===== src/hdl/ccrb_consts.svh =====
// Constants of the charger control register bank: offsets, fields, resets, timing.
// Assumes a 20 MHz core clock; included by bare name from the design files.
// Overview of operation
// RULE1 - Not charging: offset bit adds 384mV to maximum target
// RULE2 - Trickle charging always adds 384mV to minimum
// RULE3 - Reverse turbo boost backs input when adapter overloads
// RULE4 - Host avoids reverse turbo in autonomous or low battery
// RULE5 - Comparator debounce: 2us, 12us, 2ms, 720us
// RULE6 - Exit bit leaves learn when battery below minimum
// RULE7 - Learn needs enable, absent input low, battery present
// RULE8 - Reverse output bit powers the adapter port
// RULE9 - Three-bit field overrides switching frequency, 1420-600kHz
// RULE10 - Host writes frequency field back unchanged to keep
// RULE11 - Force-off bit turns off battery FET, disables turbo
// RULE12 - Monitor disable only in battery-only operation
// RULE13 - Select bit routes adapter or battery monitor
// RULE14 - Low system reference 5.4V to 6.8V, default 6.0V
// RULE15 - Trickle current 32mA steps, default 128mA
// RULE16 - Fault debounce 1.3s, or 150ms when bit set
// RULE17 - Hot debounce 7us/100us/500us/1ms, low-voltage fixed 2us
// RULE18 - Hot output held minimum coded time once asserted
// RULE19 - Profile bits combine; nonzero turns thermistor source on
// RULE20 - Comparator reference 1.2V or 2V, not battery-only
// RULE21 - Comparator bit disables comparator, pin becomes interrupt
// RULE22 - Polarity bit inverts comparator output
// RULE23 - Sixteen-bit words; reserved bits read zero, ignore writes (only control word zero masks them; words one and two store every bit)
`ifndef CCRB_CONSTS_SVH
`define CCRB_CONSTS_SVH

// Bus
`define CCRB_SMB_ADDR       7'h09
`define CCRB_OFS_CTRL0      8'h39
`define CCRB_OFS_CTRL1      8'h3c
`define CCRB_OFS_CTRL2      8'h3d
`define CCRB_BYTE_BITS      4'h8

// Reset values and masks
`define CCRB_CTRL0_MASK     16'h0003
`define CCRB_CTRL0_RST      16'h0000
`define CCRB_CTRL1_RST      16'h0003
`define CCRB_CTRL2_RST      16'h6000

// Field positions
`define CCRB_C0_OFFSET      1
`define CCRB_C0_REVTURBO    0
`define CCRB_C1_CMPDB       15:14
`define CCRB_C1_EXITLEARN   13
`define CCRB_C1_LEARN       12
`define CCRB_C1_REVOUT      11
`define CCRB_C1_SUPPL       10
`define CCRB_C1_FREQ        9:7
`define CCRB_C1_FREQ_LSB    7
`define CCRB_C1_FETOFF      6
`define CCRB_C1_IMONDIS     5
`define CCRB_C1_IMONSEL     4
`define CCRB_C1_LOWREF      2:0
`define CCRB_C2_TRICKLE     15:13
`define CCRB_C2_FAULTSHORT  11
`define CCRB_C2_HOTDB       10:9
`define CCRB_C2_HOLD        8:6
`define CCRB_C2_PROFHI      5
`define CCRB_C2_CMPREF      4
`define CCRB_C2_CMPDIS      3
`define CCRB_C2_CMPPOL      2

// Timing
`define CCRB_CLK_HZ         20000000
`define CCRB_CYC_US(t)      ((t) * (`CCRB_CLK_HZ / 1000000))
`define CCRB_CYC_MS(t)      ((t) * (`CCRB_CLK_HZ / 1000))
`define CCRB_CMP_DB0_US     2
`define CCRB_CMP_DB1_US     12
`define CCRB_CMP_DB2_MS     2
`define CCRB_CMP_DB3_US     720
`define CCRB_FAULT_LONG_MS  1300
`define CCRB_FAULT_SHORT_MS 150
`define CCRB_HOT_DB0_US     7
`define CCRB_HOT_DB1_US     100
`define CCRB_HOT_DB2_US     500
`define CCRB_HOT_DB3_MS     1
`define CCRB_LOW_DB_US      2
`define CCRB_HOLD0_MS       10
`define CCRB_HOLD1_MS       20
`define CCRB_HOLD2_MS       15
`define CCRB_HOLD3_MS       5
`define CCRB_HOLD4_MS       1
`define CCRB_HOLD5_US       500
`define CCRB_HOLD6_US       100
`define CCRB_HOLD7_CYC      1

`endif


===== src/hdl/ccrb_pkg.sv =====
// Types shared by the charger control register bank.
// No dependencies.
package ccrb_pkg;
  typedef enum logic [2:0] {
    SMB_IDLE = 3'h0,
    SMB_ADDR = 3'h1,
    SMB_CMD  = 3'h3,
    SMB_WR   = 3'h2,
    SMB_RD   = 3'h6,
    SMB_WAIT = 3'h7
  } ccrb_smb_state_type;
endpackage


===== src/hdl/ccrb_debounce.sv =====
// Assertion debounce: level rises once the input has stayed high for limit cycles.
// Assumes rawIn is synchronous to core_clk; release is immediate.
`timescale 1ns/1ps
module ccrb_debounce (
  input  wire logic        core_clk,
  input  wire logic        rst,
  input  wire logic        rawIn,
  input  wire logic [31:0] limit,
  output logic             level_ff
);
  logic [31:0] cnt_ff;

  always_ff @(posedge core_clk) begin
    if (rst || !rawIn) begin
      cnt_ff <= 32'h0;
    end else if (cnt_ff < limit) begin
      cnt_ff <= cnt_ff + 32'h1;
    end
  end

  // Limit change mid-count takes effect at once
  always_ff @(posedge core_clk) begin
    if (rst) begin
      level_ff <= 1'b0;
    end else begin
      level_ff <= rawIn && (cnt_ff >= limit);
    end
  end
endmodule


===== src/hdl/ccrb_top.sv =====
// Charger control register bank: two-wire management bus slave and control words.
// Assumes bus pins and status inputs are synchronous to core_clk.
`timescale 1ns/1ps
`include "ccrb_consts.svh"
module ccrb_top #(
  parameter int unsigned CMP_DB2_CYC    = `CCRB_CYC_MS(`CCRB_CMP_DB2_MS),
  parameter int unsigned CMP_DB3_CYC    = `CCRB_CYC_US(`CCRB_CMP_DB3_US),
  parameter int unsigned FAULT_LONG_CYC = `CCRB_CYC_MS(`CCRB_FAULT_LONG_MS),
  parameter int unsigned FAULT_SHRT_CYC = `CCRB_CYC_MS(`CCRB_FAULT_SHORT_MS),
  parameter int unsigned HOT_DB2_CYC    = `CCRB_CYC_US(`CCRB_HOT_DB2_US),
  parameter int unsigned HOT_DB3_CYC    = `CCRB_CYC_MS(`CCRB_HOT_DB3_MS),
  parameter int unsigned HOLD0_CYC      = `CCRB_CYC_MS(`CCRB_HOLD0_MS),
  parameter int unsigned HOLD1_CYC      = `CCRB_CYC_MS(`CCRB_HOLD1_MS),
  parameter int unsigned HOLD2_CYC      = `CCRB_CYC_MS(`CCRB_HOLD2_MS),
  parameter int unsigned HOLD3_CYC      = `CCRB_CYC_MS(`CCRB_HOLD3_MS),
  parameter int unsigned HOLD4_CYC      = `CCRB_CYC_MS(`CCRB_HOLD4_MS),
  parameter int unsigned HOLD5_CYC      = `CCRB_CYC_US(`CCRB_HOLD5_US)
) (
  input  wire logic       core_clk,
  input  wire logic       rst,
  input  wire logic       smbClkIn,
  input  wire logic       smbDatIn,
  output logic            smbDatOut_ff,
  output logic            smbDatOe_ff,
  input  wire logic [2:0] progFreqCode,
  input  wire logic       charging,
  input  wire logic       trickleCharging,
  input  wire logic       hybridConfig,
  input  wire logic       nvdcConfig,
  input  wire logic       adapterOverLimit,
  input  wire logic       adapterPresent,
  input  wire logic       batteryAbsentInput,
  input  wire logic       batteryPresent,
  input  wire logic       vbatBelowMinSys,
  input  wire logic       profileLowBit,
  input  wire logic       comparatorAbove,
  input  wire logic       adapterHotReq,
  input  wire logic       batteryHotReq,
  input  wire logic       lowSysHotReq,
  input  wire logic       faultReq,
  output logic            sysVoltOffsetOn_ff,
  output logic            minSysOffsetOn_ff,
  output logic            reverseTurboRun_ff,
  output logic            learnActive_ff,
  output logic            reverseOutputOn_ff,
  output logic            supplementalOn_ff,
  output logic [2:0]      switchFreqCode_ff,
  output logic            batteryFetOff_ff,
  output logic            turboAllowed_ff,
  output logic            currentMonitorOn_ff,
  output logic            monitorSelBattery_ff,
  output logic [2:0]      lowSysRefCode_ff,
  output logic [2:0]      trickleCode_ff,
  output logic            faultShutdown_ff,
  output logic            processorHotOe_ff,
  output logic [1:0]      thermistorProfile_ff,
  output logic            thermistorSourceOn_ff,
  output logic            comparatorRefHigh_ff,
  output logic            comparatorOutput_ff,
  output logic            comparatorPinIntMode_ff
);
  ccrb_pkg::ccrb_smb_state_type state_ff;
  logic        sclPrev_ff, sdaPrev_ff, ackPhase_ff, masterNack_ff, byteIdx_ff, wrStb_ff;
  logic [3:0]  bitCnt_ff;
  logic [7:0]  shift_ff, ptr_ff, lowByte_ff, txByte_ff;
  logic [15:0] rdHold_ff, wrData_ff, word0_ff, word1_ff, word2_ff, rdWord;
  logic        sclRise, sclFall, startCond, stopCond, addrMatch;
  logic [31:0] cmpLimit, faultLimit, hotLimit, holdLimit, lowLimit, holdCnt_ff;
  logic        cmpDeb, faultDeb, acHotDeb, dcHotDeb, lowHotDeb, anyHot;
  assign sclRise   = smbClkIn && !sclPrev_ff;
  assign sclFall   = !smbClkIn && sclPrev_ff;
  assign startCond = sclPrev_ff && smbClkIn && sdaPrev_ff && !smbDatIn;
  assign stopCond  = sclPrev_ff && smbClkIn && !sdaPrev_ff && smbDatIn;
  assign addrMatch = (shift_ff[7:1] == `CCRB_SMB_ADDR);
  always_ff @(posedge core_clk) begin
    if (rst) begin
      sclPrev_ff   <= 1'b1;
      sdaPrev_ff   <= 1'b1;
      smbDatOut_ff <= 1'b0;
    end else begin
      sclPrev_ff   <= smbClkIn;
      sdaPrev_ff   <= smbDatIn;
      smbDatOut_ff <= 1'b0;
    end
  end
  // Unmapped offsets read zero
  always_comb begin
    case (ptr_ff)
      `CCRB_OFS_CTRL0: rdWord = word0_ff & `CCRB_CTRL0_MASK; // RULE23
      `CCRB_OFS_CTRL1: rdWord = word1_ff;
      `CCRB_OFS_CTRL2: rdWord = word2_ff;
      default:         rdWord = 16'h0000;
    endcase
  end
  // Bus slave: SDA only moves while SCL is low, so our own drive never fakes a start or stop
  always_ff @(posedge core_clk) begin
    if (rst) begin
      state_ff      <= ccrb_pkg::SMB_IDLE;
      bitCnt_ff     <= 4'h0;
      ackPhase_ff   <= 1'b0;
      masterNack_ff <= 1'b0;
      shift_ff      <= 8'h00;
      ptr_ff        <= 8'h00;
      lowByte_ff    <= 8'h00;
      byteIdx_ff    <= 1'b0;
      txByte_ff     <= 8'h00;
      rdHold_ff     <= 16'h0000;
      smbDatOe_ff   <= 1'b0;
      wrStb_ff      <= 1'b0;
      wrData_ff     <= 16'h0000;
    end else begin
      wrStb_ff <= 1'b0;
      if (startCond) begin
        state_ff    <= ccrb_pkg::SMB_ADDR;
        bitCnt_ff   <= 4'h0;
        ackPhase_ff <= 1'b0;
        smbDatOe_ff <= 1'b0;
      end else if (stopCond) begin
        state_ff    <= ccrb_pkg::SMB_IDLE;
        ackPhase_ff <= 1'b0;
        smbDatOe_ff <= 1'b0;
      end else if (state_ff != ccrb_pkg::SMB_IDLE && state_ff != ccrb_pkg::SMB_WAIT) begin
        if (sclRise && !ackPhase_ff && bitCnt_ff != `CCRB_BYTE_BITS) begin
          shift_ff  <= {shift_ff[6:0], smbDatIn};
          bitCnt_ff <= bitCnt_ff + 4'h1;
        end else if (sclRise && ackPhase_ff) begin
          masterNack_ff <= smbDatIn;
        end else if (sclFall && !ackPhase_ff && bitCnt_ff != 4'h0
                     && bitCnt_ff != `CCRB_BYTE_BITS && state_ff == ccrb_pkg::SMB_RD) begin
          smbDatOe_ff <= !txByte_ff[3'h7 - bitCnt_ff[2:0]];
        end else if (sclFall && !ackPhase_ff && bitCnt_ff == `CCRB_BYTE_BITS) begin
          ackPhase_ff <= 1'b1;
          case (state_ff)
            ccrb_pkg::SMB_ADDR: begin
              smbDatOe_ff <= addrMatch;
              rdHold_ff   <= rdWord;
            end
            ccrb_pkg::SMB_CMD: begin
              smbDatOe_ff <= 1'b1;
              ptr_ff      <= shift_ff;
              byteIdx_ff  <= 1'b0;
            end
            ccrb_pkg::SMB_WR: begin
              smbDatOe_ff <= 1'b1;
              byteIdx_ff  <= 1'b1;
              if (!byteIdx_ff) begin
                lowByte_ff <= shift_ff;
              end else begin
                wrStb_ff  <= 1'b1; // RULE23
                wrData_ff <= {shift_ff, lowByte_ff};
              end
            end
            default: smbDatOe_ff <= 1'b0;
          endcase
        end else if (sclFall && ackPhase_ff) begin
          ackPhase_ff <= 1'b0;
          bitCnt_ff   <= 4'h0;
          smbDatOe_ff <= 1'b0;
          case (state_ff)
            ccrb_pkg::SMB_ADDR: begin
              if (!addrMatch) begin
                state_ff <= ccrb_pkg::SMB_WAIT;
              end else if (shift_ff[0]) begin
                state_ff    <= ccrb_pkg::SMB_RD;
                txByte_ff   <= rdHold_ff[7:0];
                byteIdx_ff  <= 1'b1;
                smbDatOe_ff <= !rdHold_ff[7];
              end else begin
                state_ff <= ccrb_pkg::SMB_CMD;
              end
            end
            ccrb_pkg::SMB_CMD: state_ff <= ccrb_pkg::SMB_WR;
            ccrb_pkg::SMB_RD: begin
              if (masterNack_ff) begin
                state_ff <= ccrb_pkg::SMB_WAIT;
              end else begin
                txByte_ff   <= byteIdx_ff ? rdHold_ff[15:8] : 8'h00;
                smbDatOe_ff <= byteIdx_ff ? !rdHold_ff[15] : 1'b0;
                byteIdx_ff  <= 1'b0;
              end
            end
            default: state_ff <= state_ff;
          endcase
        end
      end
    end
  end
  // Frequency field reloads from the programming pin on every reset
  always_ff @(posedge core_clk) begin
    if (rst) begin
      word0_ff <= `CCRB_CTRL0_RST;
      word1_ff <= `CCRB_CTRL1_RST | {6'h00, progFreqCode, 7'h00}; // RULE9
      word2_ff <= `CCRB_CTRL2_RST;
    end else if (wrStb_ff) begin
      case (ptr_ff)
        `CCRB_OFS_CTRL0: word0_ff <= wrData_ff & `CCRB_CTRL0_MASK; // RULE23
        `CCRB_OFS_CTRL1: word1_ff <= wrData_ff;
        `CCRB_OFS_CTRL2: word2_ff <= wrData_ff;
        default:         word0_ff <= word0_ff;
      endcase
    end
  end
  always_comb begin
    case (word1_ff[`CCRB_C1_CMPDB])
      2'h0:    cmpLimit = `CCRB_CYC_US(`CCRB_CMP_DB0_US); // RULE5
      2'h1:    cmpLimit = `CCRB_CYC_US(`CCRB_CMP_DB1_US);
      2'h2:    cmpLimit = CMP_DB2_CYC;
      default: cmpLimit = CMP_DB3_CYC;
    endcase
    case (word2_ff[`CCRB_C2_HOTDB])
      2'h0:    hotLimit = `CCRB_CYC_US(`CCRB_HOT_DB0_US); // RULE17
      2'h1:    hotLimit = `CCRB_CYC_US(`CCRB_HOT_DB1_US);
      2'h2:    hotLimit = HOT_DB2_CYC;
      default: hotLimit = HOT_DB3_CYC;
    endcase
    case (word2_ff[`CCRB_C2_HOLD])
      3'h0:    holdLimit = HOLD0_CYC; // RULE18
      3'h1:    holdLimit = HOLD1_CYC;
      3'h2:    holdLimit = HOLD2_CYC;
      3'h3:    holdLimit = HOLD3_CYC;
      3'h4:    holdLimit = HOLD4_CYC;
      3'h5:    holdLimit = HOLD5_CYC;
      3'h6:    holdLimit = `CCRB_CYC_US(`CCRB_HOLD6_US);
      default: holdLimit = `CCRB_HOLD7_CYC;
    endcase
    faultLimit = word2_ff[`CCRB_C2_FAULTSHORT] ? FAULT_SHRT_CYC : FAULT_LONG_CYC; // RULE16
    lowLimit   = `CCRB_CYC_US(`CCRB_LOW_DB_US);
  end
  ccrb_debounce cmpDebU (.core_clk(core_clk), .rst(rst), .rawIn(comparatorAbove),
                         .limit(cmpLimit), .level_ff(cmpDeb));
  ccrb_debounce faultDebU (.core_clk(core_clk), .rst(rst), .rawIn(faultReq),
                           .limit(faultLimit), .level_ff(faultDeb));
  ccrb_debounce acHotU (.core_clk(core_clk), .rst(rst), .rawIn(adapterHotReq),
                        .limit(hotLimit), .level_ff(acHotDeb));
  ccrb_debounce dcHotU (.core_clk(core_clk), .rst(rst), .rawIn(batteryHotReq),
                        .limit(hotLimit), .level_ff(dcHotDeb));
  ccrb_debounce lowHotU (.core_clk(core_clk), .rst(rst),
                         .rawIn(lowSysHotReq && word1_ff[`CCRB_C1_SUPPL]),
                         .limit(lowLimit), .level_ff(lowHotDeb)); // RULE17
  assign anyHot = acHotDeb || dcHotDeb || lowHotDeb;
  // Hold counter reloads while any source is active, runs down after release
  always_ff @(posedge core_clk) begin
    if (rst) begin
      holdCnt_ff        <= 32'h0;
      processorHotOe_ff <= 1'b0;
    end else begin
      if (anyHot) begin
        holdCnt_ff <= holdLimit; // RULE18
      end else if (holdCnt_ff != 32'h0) begin
        holdCnt_ff <= holdCnt_ff - 32'h1;
      end
      processorHotOe_ff <= anyHot || (processorHotOe_ff && holdCnt_ff > 32'h1);
    end
  end
  // Exit takes priority over entry so a low battery cannot re-enter at once
  always_ff @(posedge core_clk) begin
    if (rst) begin
      learnActive_ff <= 1'b0;
    end else if (!word1_ff[`CCRB_C1_LEARN]
                 || (word1_ff[`CCRB_C1_EXITLEARN] && vbatBelowMinSys)) begin
      learnActive_ff <= 1'b0; // RULE6
    end else if (nvdcConfig && !batteryAbsentInput && batteryPresent) begin
      learnActive_ff <= 1'b1; // RULE7
    end
  end
  always_ff @(posedge core_clk) begin
    if (rst) begin
      sysVoltOffsetOn_ff      <= 1'b0;
      minSysOffsetOn_ff       <= 1'b0;
      reverseTurboRun_ff      <= 1'b0;
      reverseOutputOn_ff      <= 1'b0;
      supplementalOn_ff       <= 1'b0;
      switchFreqCode_ff       <= 3'h0;
      batteryFetOff_ff        <= 1'b0;
      turboAllowed_ff         <= 1'b0;
      currentMonitorOn_ff     <= 1'b0;
      monitorSelBattery_ff    <= 1'b0;
      lowSysRefCode_ff        <= 3'h0;
      trickleCode_ff          <= 3'h0;
      faultShutdown_ff        <= 1'b0;
      thermistorProfile_ff    <= 2'h0;
      thermistorSourceOn_ff   <= 1'b0;
      comparatorRefHigh_ff    <= 1'b0;
      comparatorOutput_ff     <= 1'b0;
      comparatorPinIntMode_ff <= 1'b0;
    end else begin
      sysVoltOffsetOn_ff      <= !charging && word0_ff[`CCRB_C0_OFFSET]; // RULE1
      minSysOffsetOn_ff       <= trickleCharging; // RULE2
      reverseTurboRun_ff      <= word0_ff[`CCRB_C0_REVTURBO] && hybridConfig
                                 && adapterOverLimit && !word1_ff[`CCRB_C1_FETOFF]; // RULE3
      reverseOutputOn_ff      <= word1_ff[`CCRB_C1_REVOUT]; // RULE8
      supplementalOn_ff       <= word1_ff[`CCRB_C1_SUPPL];
      switchFreqCode_ff       <= word1_ff[`CCRB_C1_FREQ]; // RULE9
      batteryFetOff_ff        <= word1_ff[`CCRB_C1_FETOFF]; // RULE11
      turboAllowed_ff         <= !word1_ff[`CCRB_C1_FETOFF]; // RULE11
      currentMonitorOn_ff     <= adapterPresent || !word1_ff[`CCRB_C1_IMONDIS]; // RULE12
      monitorSelBattery_ff    <= word1_ff[`CCRB_C1_IMONSEL]; // RULE13
      lowSysRefCode_ff        <= word1_ff[`CCRB_C1_LOWREF]; // RULE14
      trickleCode_ff          <= word2_ff[`CCRB_C2_TRICKLE]; // RULE15
      faultShutdown_ff        <= faultDeb; // RULE16
      thermistorProfile_ff    <= {word2_ff[`CCRB_C2_PROFHI], profileLowBit}; // RULE19
      thermistorSourceOn_ff   <= word2_ff[`CCRB_C2_PROFHI] || profileLowBit; // RULE19
      comparatorRefHigh_ff    <= word2_ff[`CCRB_C2_CMPREF] && adapterPresent; // RULE20
      comparatorOutput_ff     <= !word2_ff[`CCRB_C2_CMPDIS]
                                 && (cmpDeb ^ word2_ff[`CCRB_C2_CMPPOL]); // RULE22
      comparatorPinIntMode_ff <= word2_ff[`CCRB_C2_CMPDIS]; // RULE21
    end
  end
endmodule


===== config.mk =====
export PLATFORM = sky130hd
export DESIGN_NAME = ccrb_top
export DESIGN_NICKNAME = d
export VERILOG_FILES = /design/src/hdl/ccrb_pkg.sv /design/src/hdl/ccrb_debounce.sv /design/src/hdl/ccrb_top.sv
export VERILOG_INCLUDE_DIRS = /design/src /design/src/hdl
export SDC_FILE = /design/constraint.sdc
export NUM_CORES = 1
export LEC_CHECK = 0
export ABC_AREA = 1
export BUFFER_PORTS_ARGS = -buffer_cell sky130_fd_sc_hd__buf_2
export CAP_MARGIN = 20
export CORE_MARGIN = 2
export CORE_UTILIZATION = 30
export DETAILED_ROUTE_END_ITERATION = 10
export HOLD_SLACK_MARGIN = 0.15
export MAX_ROUTING_LAYER = met4
export PLACE_DENSITY_LB_ADDON = 0.25
export SLEW_MARGIN = 10
export SYNTH_ARGS = -nofsm -noshare
export SYNTH_HDL_FRONTEND = slang
export SYNTH_SLANG_ARGS = --single-unit

===== constraint.sdc =====
create_clock -name core_clk -period 6.46 [get_ports core_clk]
set_input_delay 0.646 -clock core_clk [delete_from_list [all_inputs] [get_ports core_clk]]
set_output_delay 0.646 -clock core_clk [all_outputs]
set_load 0.05 [all_outputs]

==> results.md <==
- The die outline area is 0.0564 sq mm.
- The post-CTS setup-driven buffer insertion count is 0.
- The share of total power dissipated in the clock network is 39.3%.
- The gate count of the mapped netlist is 2,315.
- The routed design could run at a clock period as short as 3010 ps.
- The count of final max-slew check failures is 0.
- Summed over all failing endpoints, the final setup total negative slack is 0 ps.
- The internal power summed over all cells is 3.90 mW.
- The switching fraction of total power is 31.3%.
- The HPWL after detailed placement is 29,200 um.
- The number of setup violations in the final report is 0.
- In the final layout, the multi-input gates occupy 0.00811 sq mm.
- Based on the critical path, the design can be clocked at up to 0.332 GHz.
- Dividing the final minimum period by the clock period gives 46.6%.
- Measured against its own limit, the worst slew margin works out to 29.6%.
- The number of global-route vias before repair is 13,700.
- In this run, post-CTS hold repair placed 0 buffers.
- Once the clock tree was built, the resizer swapped 0 gates to a different size.
- The proportion of synthesized flip-flops having asynchronous set or reset is 0%.
- The worst hold slack is 248 ps.
- Tracing the worst setup path back leads to its startpoint at word2_ff[10].
- When the netlist entered floorplanning its net count stood at 2,399.
- The count of clock tree sinks is 336.
- The growth of design area from synthesis to finish is 12.9%.
- The layout filler cell count is 5,720.
- TritonCTS built the clock tree.
- For this design the ratio of total power to cell area is 308 mW/mm^2.
- Max-cap violations in this run came to 0.
- The run finished with clean final reports.
- The final layout contains routed wiring with a total length of 41,700 um.
- The actual slew at the worst max-slew pin is 1050 ps.
- The number of synthesized flops with an enable pin is 3.
- Clock latency on the worst-skew pair, taken at its later pin, is 550 ps.
- The largest fanout on the critical path is 17.
- For this run, the number of Yosys warnings is 0.
- Data arrives at the worst endpoint at 3460 ps.
- Setup repair after global routing left no endpoint under its margin.
- The average detailed-routed wire length per instance is 13.6 um.
- The starting density of the core is 30.4%.
- The number of port buffers is 49.
- The number of core rows is 85.
- Before antenna repair, the detailed router went through 5 iterations.
- The deepest level of the CTS H-tree is 2.
- During I/O placement, the number of pins put on the boundary was 51.
- The total global routing track utilization is 15.2%.
- The launching element type of the critical path is a flip-flop.
- For this run, the leading register cell type out of synthesis is dfxtp_1.
- The die is 237 um wide.
- Across all layers, the routed design uses 14,400 vias.
- The sequential group share of total power is 39.9%.
- The worst register-to-register path ends at dcHotU.level_ff.
- The first-pass GRT wire length is 68,800 um.
- The average footprint of a synthesized cell is 7.06 sq um.
- The number of inserted diodes is 0.
- The most frequent standard cell in the layout excluding fill and tap cells is nand2_1.
- In this run the vertical extent of the chip is 237 um.
- For this run the aggregate overflow at the end of global routing stands at 0.
- The clock-pin slew on the worst setup and hold paths is 60 ps.
- Setup slack on the worst reg-to-reg path comes out at 3450 ps.
- In the final layout, flip-flops and latches occupy 0.00676 sq mm.
- The class of the worst hold path is in -> reg.
- The post-route clock skew is 17.8 ps.
- The mapped netlist covers 0.0164 sq mm.
- The share of layout cells above drive strength 1 is 7.71%.
- The congestion estimate from routability-driven global placement came to 0.879.
- The number of buffers created by CTS is 39.
- STA classifies the critical path endpoint as a flip-flop.
- In the layout the commonest cells are 460 x nand2_1, 357 x nor2_1, 333 x dfxtp_1.
- The maximum ir drop on the vdd rail is 0.212 mV.
- The post-route antenna net violation count is 0.
- The number of nets at the end of the flow is 2,415.
- For this block, the initial DRC count from the detailed router was 959.
- The worst register-to-register path has a depth of 11.
- At the worst endpoint, the required time is 6910 ps.
- The number of vias per cell after detailed routing is 4.70.
- Per report_power, the combinational group accounts for 20.8% of the total.
- The floorplan core area is 0.0538 sq mm.
- Sequential cells were found to cover 41.3% of the synthesized design area.
- The startpoint identified for the worst register-to-register timing path is word2_ff[10].
- The switching power is 1.78 mW.
- The setup path with the least slack is of type reg -> reg.
- The most critical setup path has its endpoint at dcHotU.level_ff.
- The number of failing hold endpoints at the final stage was 0.
- After synthesis the netlist holds a flip-flop and latch count of 336.
- The clock root buffer is clkbuf_16.
- The total DRC errors in the routed layout is 0.
- The share of the core filled with cells in the final layout is 34.3%.
- The count of distinct cell types in the synthesized netlist is 47.
- The initial antenna violation count is 0.
- The clock passes through at most 3 buffers.
- Entering global routing, the biggest net connects 65 pins.
- For this design the static power due to leakage is 7.28 nW.
## layout make-up
type                    count  share of cell area (%)
clock inverters            15                   0.759
well taps                 696                    4.71
inverters                 287                    5.83
flip-flops and latches    336                    36.6
repair buffers             60                    1.94
clock buffers              55                    6.27
multi-input cells        1607                    43.9
## layer usage
metal  share of wire (%)  GRT usage, %
met3                 4.2          2.81
met2                  46          24.6
met4                 2.5          4.52
met1                  48          19.2
met5                   0             -
## cells in the mapped netlist (4+ instances only)
| master | count | area share (%) |
|---|---|---|
| nand2_1 | 460 | 11 |
| xnor2_1 | 30 | 1.6 |
| dfxtp_1 | 333 | 41 |
| nand2_2 | 4 | 0.15 |
| clkbuf_1 | 45 | 1.0 |
| nand4_1 | 62 | 2.4 |
| o21ai_0 | 108 | 3.3 |
| nand3_2 | 5 | 0.31 |
| buf_6 | 5 | 0.34 |
| nand3b_1 | 9 | 0.41 |
| a21oi_2 | 16 | 0.86 |
| nor3_4 | 4 | 0.40 |
| nand3_1 | 159 | 4.9 |
| buf_4 | 9 | 0.41 |
| o211ai_1 | 16 | 0.73 |
| inv_1 | 280 | 6.4 |
| ha_1 | 62 | 4.7 |
| nor2_2 | 9 | 0.34 |
| o21bai_1 | 6 | 0.28 |
| xor2_1 | 32 | 1.7 |
| buf_2 | 23 | 0.70 |
| a21oi_1 | 187 | 5.7 |
| o21ai_1 | 14 | 0.43 |
| nor3_1 | 38 | 1.2 |
| inv_2 | 7 | 0.16 |
| nor2_1 | 358 | 8.2 |
## critical path: stages, from the launching register on
cell and delay [ps]:
dfxtp_1 430, inv_1 120, ha_1 320, ha_1 340, nand2_1 70, nand2_1 50
nand3_1 60, nand2_1 60, a21oi_2 640, nand3_2 490, nor2_1 250, nor2_1 50
## worst min path at each step
stage | end | depth (start not counted) | slack [ps] | startpoint
floorplan | faultShutdown_ff | 2 | 390 | faultDebU.level_ff
global placement | cmpDebU.cnt_ff[19] | 2 | 410 | cmpDebU.cnt_ff[19]
detailed placement | dcHotU.cnt_ff[21] | 2 | 420 | dcHotU.cnt_ff[21]
CTS | sysVoltOffsetOn_ff | 2 | 210 | charging
global route | sysVoltOffsetOn_ff | 2 | 220 | charging
finish | sysVoltOffsetOn_ff | 2 | 250 | charging
## state kept, by name, indices dropped and copies added (netlist names), 32 cells and up
register and flops:
acHotU.cnt_ff 32, cmpDebU.cnt_ff 32, dcHotU.cnt_ff 32, faultDebU.cnt_ff 32, holdCnt_ff 32, lowHotU.cnt_ff 32
## power by group through the flow
stage	logic, mW	registers (mW)	clock network, mW
finish	1.18	2.27	2.23
global route	1.36	2.28	2.39
CTS	1.17	2.27	2.30
detailed placement	1.17	2.31	0
global placement	1.16	2.31	0
floorplan	0.921	2.30	0
## stage by stage
step / std cells / power, mW / area, sq um / setup slack (ps)
global placement: 2983 / 3.47 / 17100 / 3520
global route: 3056 / 6.03 / 18500 / 3150
CTS: 3054 / 5.74 / 18400 / 3410
detailed placement: 2984 / 3.48 / 17100 / 3420
finish: 3056 / 5.68 / 18500 / 3450
floorplan: 2315 / 3.22 / 16400 / 4350
## cells by family after synthesis
logic type | count (synthesis) | synth area share (%)
AOI/OAI and AO/OA | 360 | 12.0
buffers and inverters | 372 | 9.15
and+or+nand+nor | 1122 | 29.5
adders and majority gates | 62 | 4.74
other | 1 | 0.0229
xor gates and xnor gates | 62 | 3.32
DFF | 336 | 41.3
Power figures use the tool's default switching activity.
